`config.mk`:
```
export PLATFORM = sky130hd
export DESIGN_NAME = uhs_status_frame
export DESIGN_NICKNAME = d
export VERILOG_FILES = /design/src/verilog/uhs_pkg.sv /design/src/verilog/uhs_frame_timer.sv /design/src/verilog/uhs_status_frame.sv
export VERILOG_INCLUDE_DIRS = /design/src /design/src/verilog
export SDC_FILE = /design/constraint.sdc
export NUM_CORES = 1
export LEC_CHECK = 0
export BUFFER_PORTS_ARGS = -buffer_cell sky130_fd_sc_hd__buf_2
export CORE_MARGIN = 4
export CORE_UTILIZATION = 45
export CTS_BUF_LIST = sky130_fd_sc_hd__clkbuf_16
export DETAILED_ROUTE_END_ITERATION = 10
export PLACE_DENSITY = 0.75
export SLEW_MARGIN = 20
export SYNTH_ARGS = -nofsm -noshare
export SYNTH_HDL_FRONTEND = slang
export SYNTH_SLANG_ARGS = --single-unit
```
`constraint.sdc`:
```
create_clock -name core_clk -period 1.6 [get_ports core_clk]
set_input_delay 0 -clock core_clk [delete_from_list [all_inputs] [get_ports core_clk]]
set_output_delay 0 -clock core_clk [all_outputs]
set_load 0.1 [all_outputs]
```
`src/verilog/uhs_regs.svh`:
```
// register offsets, field positions, reset values and timing figures of the
// host status / interrupt enable / frame number bank; definitions only
`ifndef UHS_REGS_SVH
`define UHS_REGS_SVH

// byte offsets from the i/o base
`define UHS_OFS_EVENT_FLAGS 8'h02
`define UHS_OFS_INT_ENABLES 8'h04
`define UHS_OFS_FRAME_INDEX 8'h06

// reset values
`define UHS_RST_EVENT_FLAGS 6'h20
`define UHS_RST_INT_ENABLES 4'h0
`define UHS_RST_FRAME_INDEX 11'h000

// host_event_flags bits
`define UHS_STS_HALTED 5
`define UHS_STS_PROC_ERR 4
`define UHS_STS_SYS_ERR 3
`define UHS_STS_RESUME 2
`define UHS_STS_ERR_INT 1
`define UHS_STS_DONE_INT 0
`define UHS_STS_WIDTH 6

// interrupt_source_enables bits
`define UHS_EN_SHORT 3
`define UHS_EN_DONE 2
`define UHS_EN_RESUME 1
`define UHS_EN_TIMEOUT 0
`define UHS_EN_WIDTH 4

// frame_counter_index fields
`define UHS_FRN_WIDTH 11
`define UHS_FRN_IDX_WIDTH 10
`define UHS_BASE_LSB 12

// frame period and core clock period, in ns
`define UHS_FRAME_NS 1000000
`define UHS_CLK_NS 20

`endif

```
`src/verilog/uhs_pkg.sv`:
```
// types shared by the host status / frame number bank
// assumes uhs_regs.svh is compiled alongside for the numeric constants
package uhs_pkg;

  typedef enum logic [1:0] {
    UHS_STOPPED  = 2'b00,
    UHS_RUNNING  = 2'b01,
    UHS_DRAINING = 2'b10
  } uhs_sched_type;

endpackage

```
`src/verilog/uhs_frame_timer.sv`:
```
// frame period timer: one-cycle tick at the end of every frame
// assumes run comes from logic on core_clk; timer restarts whenever run is low
`timescale 1ns/1ps
module uhs_frame_timer #(
  parameter int FRAME_CYCLES = 50000
) (
  input wire logic core_clk,
  input wire logic arst_n,
  input wire logic ce,
  input wire logic run,
  output logic tick
);

  localparam int CW = $clog2(FRAME_CYCLES);
  localparam logic [CW-1:0] LAST = CW'(FRAME_CYCLES - 1);

  logic [CW-1:0] cnt_r;

  // a stop restarts the frame so a later start begins on a fresh frame
  always_ff @(posedge core_clk or negedge arst_n) begin
    if (!arst_n) begin
      cnt_r <= '0;
    end else if (ce) begin
      if (!run || cnt_r == LAST) begin
        cnt_r <= '0;
      end else begin
        cnt_r <= cnt_r + 1'b1;
      end
    end
  end

  always_ff @(posedge core_clk or negedge arst_n) begin
    if (!arst_n) begin
      tick <= 1'b0;
    end else if (ce) begin
      tick <= run && cnt_r == LAST;
    end
  end

endmodule

```
`src/verilog/uhs_status_frame.sv`:
```
// host controller event flags, interrupt enables and frame number registers
// assumes: the register port and all event inputs come from logic on core_clk,
// except resume_pin, which arrives from the port and is synchronised here;
// the command logic drops run_stop when run_stop_clr pulses
`timescale 1ns/1ps
`include "uhs_regs.svh"

module uhs_status_frame #(
  parameter int FRAME_CYCLES = `UHS_FRAME_NS / `UHS_CLK_NS
) (
  input wire logic core_clk,
  input wire logic arst_n,
  input wire logic ce,
  input wire logic [7:0] io_addr,
  input wire logic io_wr,
  input wire logic io_rd,
  input wire logic [1:0] io_be,
  input wire logic [15:0] io_wdata,
  output logic [15:0] io_rdata,
  input wire logic run_stop,
  input wire logic global_suspend,
  input wire logic xact_busy,
  input wire logic consistency_err,
  input wire logic sys_err,
  input wire logic resume_pin,
  input wire logic xact_done,
  input wire logic xact_err,
  input wire logic xact_notify,
  input wire logic short_pkt,
  input wire logic short_detect_en,
  input wire logic [31:0] frame_list_base,
  output logic irq,
  output logic run_stop_clr,
  output logic [10:0] frame_number,
  output logic [31:0] frame_list_addr
);

  uhs_pkg::uhs_sched_type state_r;
  uhs_pkg::uhs_sched_type state_nxt;
  logic [`UHS_STS_WIDTH-1:0] sts_r;
  logic [`UHS_STS_WIDTH-1:0] sts_set;
  logic [`UHS_STS_WIDTH-1:0] sts_clr;
  logic [`UHS_EN_WIDTH-1:0] en_r;
  logic done_cause_r;
  logic short_cause_r;
  logic resume_meta_r;
  logic resume_sync_r;
  logic frame_tick;
  logic halt_set;
  logic wr_sts;
  logic wr_en;
  logic wr_frn;
  logic irq_nxt;
  logic [15:0] rdata_nxt;
  logic done_notify;
  logic done_short;

  assign wr_sts = io_wr && io_addr == `UHS_OFS_EVENT_FLAGS;
  assign wr_en = io_wr && io_addr == `UHS_OFS_INT_ENABLES;
  // only full-word writes are taken, and only while run control is low
  assign wr_frn = io_wr && io_addr == `UHS_OFS_FRAME_INDEX && io_be == 2'b11 && !run_stop;

  // resume comes straight from the port, so it is synchronised first
  always_ff @(posedge core_clk or negedge arst_n) begin
    if (!arst_n) begin
      resume_meta_r <= 1'b0;
      resume_sync_r <= 1'b0;
    end else if (ce) begin
      resume_meta_r <= resume_pin;
      resume_sync_r <= resume_meta_r;
    end
  end

  // schedule run / drain / stopped tracking
  always_comb begin
    state_nxt = state_r;
    case (state_r)
      uhs_pkg::UHS_STOPPED: begin
        if (run_stop) begin
          state_nxt = uhs_pkg::UHS_RUNNING;
        end
      end
      uhs_pkg::UHS_RUNNING: begin
        if (!run_stop) begin
          state_nxt = xact_busy ? uhs_pkg::UHS_DRAINING : uhs_pkg::UHS_STOPPED;
        end
      end
      uhs_pkg::UHS_DRAINING: begin
        if (!xact_busy) begin
          state_nxt = uhs_pkg::UHS_STOPPED;
        end
      end
      default: begin
        state_nxt = uhs_pkg::UHS_STOPPED;
      end
    endcase
  end

  always_ff @(posedge core_clk or negedge arst_n) begin
    if (!arst_n) begin
      state_r <= uhs_pkg::UHS_STOPPED;
    end else if (ce) begin
      state_r <= state_nxt;
    end
  end

  // any stop, whoever dropped run control, lands here once the bus is idle
  assign halt_set = state_r != uhs_pkg::UHS_STOPPED && !run_stop && !xact_busy;
  assign done_notify = xact_done && xact_notify;
  assign done_short = xact_done && short_pkt && short_detect_en;

  // only controller-level events feed the flags; bus result codes stay out
  always_comb begin
    sts_set = '0;
    sts_set[`UHS_STS_HALTED] = halt_set;
    sts_set[`UHS_STS_PROC_ERR] = consistency_err;
    sts_set[`UHS_STS_SYS_ERR] = sys_err;
    sts_set[`UHS_STS_RESUME] = resume_sync_r && global_suspend;
    sts_set[`UHS_STS_ERR_INT] = xact_done && xact_err;
    sts_set[`UHS_STS_DONE_INT] = done_notify || done_short;
  end

  assign sts_clr = (wr_sts && io_be[0]) ? io_wdata[`UHS_STS_WIDTH-1:0] : '0;

  // a set in the same cycle as its clear wins, so no event is lost
  always_ff @(posedge core_clk or negedge arst_n) begin
    if (!arst_n) begin
      sts_r <= `UHS_RST_EVENT_FLAGS;
    end else if (ce) begin
      sts_r <= (sts_r & ~sts_clr) | sts_set;
    end
  end

  // remember which cause raised the completion flag so each enable gates its own
  always_ff @(posedge core_clk or negedge arst_n) begin
    if (!arst_n) begin
      done_cause_r <= 1'b0;
      short_cause_r <= 1'b0;
    end else if (ce) begin
      done_cause_r <= (done_cause_r && !sts_clr[`UHS_STS_DONE_INT]) || done_notify;
      short_cause_r <= (short_cause_r && !sts_clr[`UHS_STS_DONE_INT]) || done_short;
    end
  end

  // fatal errors stop the schedule through the command logic
  always_ff @(posedge core_clk or negedge arst_n) begin
    if (!arst_n) begin
      run_stop_clr <= 1'b0;
    end else if (ce) begin
      run_stop_clr <= consistency_err || sys_err;
    end
  end

  always_ff @(posedge core_clk or negedge arst_n) begin
    if (!arst_n) begin
      en_r <= `UHS_RST_INT_ENABLES;
    end else if (ce && wr_en && io_be[0]) begin
      en_r <= io_wdata[`UHS_EN_WIDTH-1:0];
    end
  end

  // fatal flags bypass the enables; halted never interrupts; the rest need their enable
  always_comb begin
    irq_nxt = sts_r[`UHS_STS_PROC_ERR] || sts_r[`UHS_STS_SYS_ERR];
    irq_nxt = irq_nxt || (sts_r[`UHS_STS_RESUME] && en_r[`UHS_EN_RESUME]);
    irq_nxt = irq_nxt || (sts_r[`UHS_STS_ERR_INT] && en_r[`UHS_EN_TIMEOUT]);
    irq_nxt = irq_nxt || (sts_r[`UHS_STS_DONE_INT] && done_cause_r && en_r[`UHS_EN_DONE]);
    irq_nxt = irq_nxt || (sts_r[`UHS_STS_DONE_INT] && short_cause_r && en_r[`UHS_EN_SHORT]);
  end

  always_ff @(posedge core_clk or negedge arst_n) begin
    if (!arst_n) begin
      irq <= 1'b0;
    end else if (ce) begin
      irq <= irq_nxt;
    end
  end

  uhs_frame_timer #(
    .FRAME_CYCLES(FRAME_CYCLES)
  ) u_frame_timer (
    .core_clk(core_clk),
    .arst_n(arst_n),
    .ce(ce),
    .run(state_r == uhs_pkg::UHS_RUNNING),
    .tick(frame_tick)
  );

  // a software write while stopped takes priority over a stray last tick
  always_ff @(posedge core_clk or negedge arst_n) begin
    if (!arst_n) begin
      frame_number <= `UHS_RST_FRAME_INDEX;
    end else if (ce) begin
      if (wr_frn) begin
        frame_number <= io_wdata[`UHS_FRN_WIDTH-1:0];
      end else if (frame_tick) begin
        frame_number <= frame_number + 1'b1;
      end
    end
  end

  always_ff @(posedge core_clk or negedge arst_n) begin
    if (!arst_n) begin
      frame_list_addr <= '0;
    end else if (ce) begin
      frame_list_addr <= {frame_list_base[31:`UHS_BASE_LSB], frame_number[`UHS_FRN_IDX_WIDTH-1:0], 2'b00};
    end
  end

  // reads have no side effects; unmapped offsets read zero
  always_comb begin
    rdata_nxt = '0;
    case (io_addr)
      `UHS_OFS_EVENT_FLAGS: rdata_nxt[`UHS_STS_WIDTH-1:0] = sts_r;
      `UHS_OFS_INT_ENABLES: rdata_nxt[`UHS_EN_WIDTH-1:0] = en_r;
      `UHS_OFS_FRAME_INDEX: rdata_nxt[`UHS_FRN_WIDTH-1:0] = frame_number;
      default: rdata_nxt = '0;
    endcase
  end

  always_ff @(posedge core_clk or negedge arst_n) begin
    if (!arst_n) begin
      io_rdata <= '0;
    end else if (ce) begin
      io_rdata <= io_rd ? rdata_nxt : 16'h0000;
    end
  end
endmodule

```
==> results.toml <==
[outcome]
status = "finished, final reports clean"

[logic_synthesis]
synth-main-ff-cell = "dfrtp_1"
async_flop_share_pct = 100
synth_edf_count = 0
yosysWarnings = 0
yosysMostFrequentCell = "dfrtp_1"
synth_seq_cells = 87
synth.top_cells.by_area = "dfrtp_1, mux2_2, o2bb2ai_1, mux2i_1, nand4_1"
avgSynthCellArea_um2 = 11.5
yosys.area.top_type = "dfrtp_1"
synth_top_cells_by_count = "dfrtp_1, mux2_2, nand2_1"
synthCells = 362
synth_top_area_share_pct = 51.8
synth.distinct_cells = 50
syn_area_um2 = 4160
ys_seq_area_share_pct = 52.4

[detailed_routing]
vias_per_cell = 5.54
drt_iter0_markers = 172
drt_drc_violations_left = 0
wl_mm = 11.1
drt_first_pass_iters = 4
vias = 3576
antenna_left = 0
wl_per_cell_um = 17.2

[grt]
antenna_found_initial = 0
grt_pass1_wl_mm = 18.3
grt_max_degree = 42
grtUsageTotal_pct = 20.8
overflow = 0
first_global_vias = 3763

[setup_path]
critPathCaptureType = "register"
crit_fanout = 6
worstSetupStartpointType = "register"
worstPathRequired_ns = 1.82
cp.arrival_ns = 1.75
crit_type = "reg -> reg"

[cts]
insertion_delay_ns = 0.34
clkSlewWorstSetupHoldPaths_ns = 0.06
cts_tree = "yes"
cts_buffer_depth = 2
clockRootBuffer = "clkbuf_16"
h-tree-depth = 3
numCtsBuffers = 9
cts_num_sinks = 87

[floorplanning]
core_um2 = 8850
row_count = 34
die_h_um = 104
start_util_pct = 47.0
dieArea_um2 = 10800
fp.dieW_um = 104
ios = 135

[finish]
nNetsFinal = 608
utilization_pct = 64.9
regArea_um2 = 2200
final_area_um2 = 5740
synthToLayoutAreaGrowth_pct = 38.2
num-fill-cells = 663
multi_input_comb_area_um2 = 1870
drive_gt1_share_pct = 40.0

[min_path]
hold_path.class = "in -> reg"

[sta]
setup_viol_count_final = 0
fin_crit_ns = 1.53
hold_viol_final = 0
fmax_ghz = 0.655
finalClockSkew_ns = 0.00616
fin_crit_sh_pct = 95.5
rsz0062_at_grt = "yes"
maxSlewViolCount = 0

[place]
place_congestion = 0.854
dpl_cell_area_um2 = 4960
place_hpwl_mm = 7.57
port_buffers = 110

[power_and_ir_drop]
power.density_nw_per_um2 = 973
leakagePower_uw = 0.00266
peakVddDrop_uv = 781

[flow_run]
max-cap-violations = 0
==> critical path, stage by stage (launching register included) <==
cell	delay (ns)
dfrtp_1	0.35
buf_4	0.13
nand4_1	0.26
or2_2	0.38
o311ai_1	0.29
==> sequential cells by signal (all words and copies together) (netlist names) <==
name                 cells
irq                      1
frame_number            11
run_stop_clr             1
en_r                     4
sts_r                    6
frame_list_addr         30
io_rdata                11
done_cause_r             1
resume_sync_r            1
resume_meta_r            1
state_r                  2
u_frame_timer.tick       1
u_frame_timer.cnt_r     16
short_cause_r            1
==> path summary, 6_finish.rpt <==
path	from	end	slack (ns)	depth (start not counted)
max	u_frame_timer.cnt_r[0]	u_frame_timer.cnt_r[5]	0.07	4
min reg2reg	io_rdata[9]	io_rdata[9]	0.49	1
max reg2reg	u_frame_timer.cnt_r[0]	u_frame_timer.cnt_r[5]	0.07	4
min in group asynchronous	arst_n	u_frame_timer.cnt_r[13]	0.10	2
min	io_addr[1]	io_rdata[5]	0.03	3
max in group asynchronous	arst_n	frame_number[7]	0.97	3
==> per-layer routing <==
metal,global-route usage [%],vias up,wire [um],part of all wire (%)
li1,-,1676,-,-
met1,26.5,1721,4750,43
met2,33.8,154,5240,47
met3,5.09,25,790,7.1
met4,9.02,0,336,3.0
met5,0,-,0,0
==> per-stage QoR <==
step | hold slack, ns | setup WS, ns | TNS, ns | instances | power [uW]
finish | 0.0332 | 0.0727 | 0 | 646 | 5590
global route | 0.0628 | -0.0140 | -0.0455 | 645 | 5790
CTS | 0.0280 | 0.00570 | 0 | 644 | 5620
detailed placement | -0.0692 | 0.0600 | 0 | 583 | 3560
global placement | -0.0691 | 0.0905 | 0 | 583 | 3540
floorplan | -0.296 | -0.000157 | -0.000157 | 368 | 3260
==> cell families (layout without fill, tap and decap cells) <==
family | Yosys count | after routing | share of synthesized area [%]
AO/OA/AOI/OAI | 65 | 65 | 11.8
XOR/XNOR | 10 | 10 | 2.11
other | 1 | 8 | 0.0902
adder cells (fa/ha/maj) | 2 | 2 | 0.602
multiplexers | 51 | 51 | 13.5
AND/OR/NAND/NOR | 109 | 109 | 15.3
flip-flops | 87 | 87 | 52.4
buffers and inverters | 37 | 206 | 4.16
==> what timing repair did <==
item,4_1_cts,5_1_grt
setup endpoints to repair,0,16
resized for setup,0,9
hold buffers,45,0
endpoints found under the hold margin,129,0
setup buffers,0,1
==> layout make-up <==
| class | count | area share, % |
|---|---|---|
| sequential | 87 | 38.3 |
| multi-input combinational | 244 | 32.6 |
| timing repair buffer | 179 | 21.1 |
| clock buffer | 9 | 3.92 |
| tap | 108 | 2.35 |
| clock inverter | 7 | 0.959 |
| inverter | 11 | 0.719 |
| antenna | 1 | 0.0436 |
==> placed cells by master, fill, tap and decap left out, types with 3 or more instances in the layout <==
cell and count:
mux2_2 40, inv_1 12, dlygate4sd3_1 45, nor3_1 6, xnor2_1 10, a21oi_1 10, dfrtp_1 76, and3_1 3
nand2b_1 4, buf_2 109, conb_1 7, nand3_1 16, a32o_1 4, a22oi_1 4, o21ai_0 7, inv_6 3
clkbuf_16 9, nand2_1 20, nor4_1 7, a2bb2oi_1 8, o2bb2ai_1 14, and4_1 4, buf_4 22, a22o_1 3
nor2_1 18, nand4_1 15, dfrtp_2 7, dfrtp_4 3, mux2i_1 11
==> power breakdown <==
part	switching, uW	internal, uW	total (uW)
combinational	911	330	1240
clock	900	1070	1970
sequential	71.8	2310	2380
(Power assumes the default switching activity.)
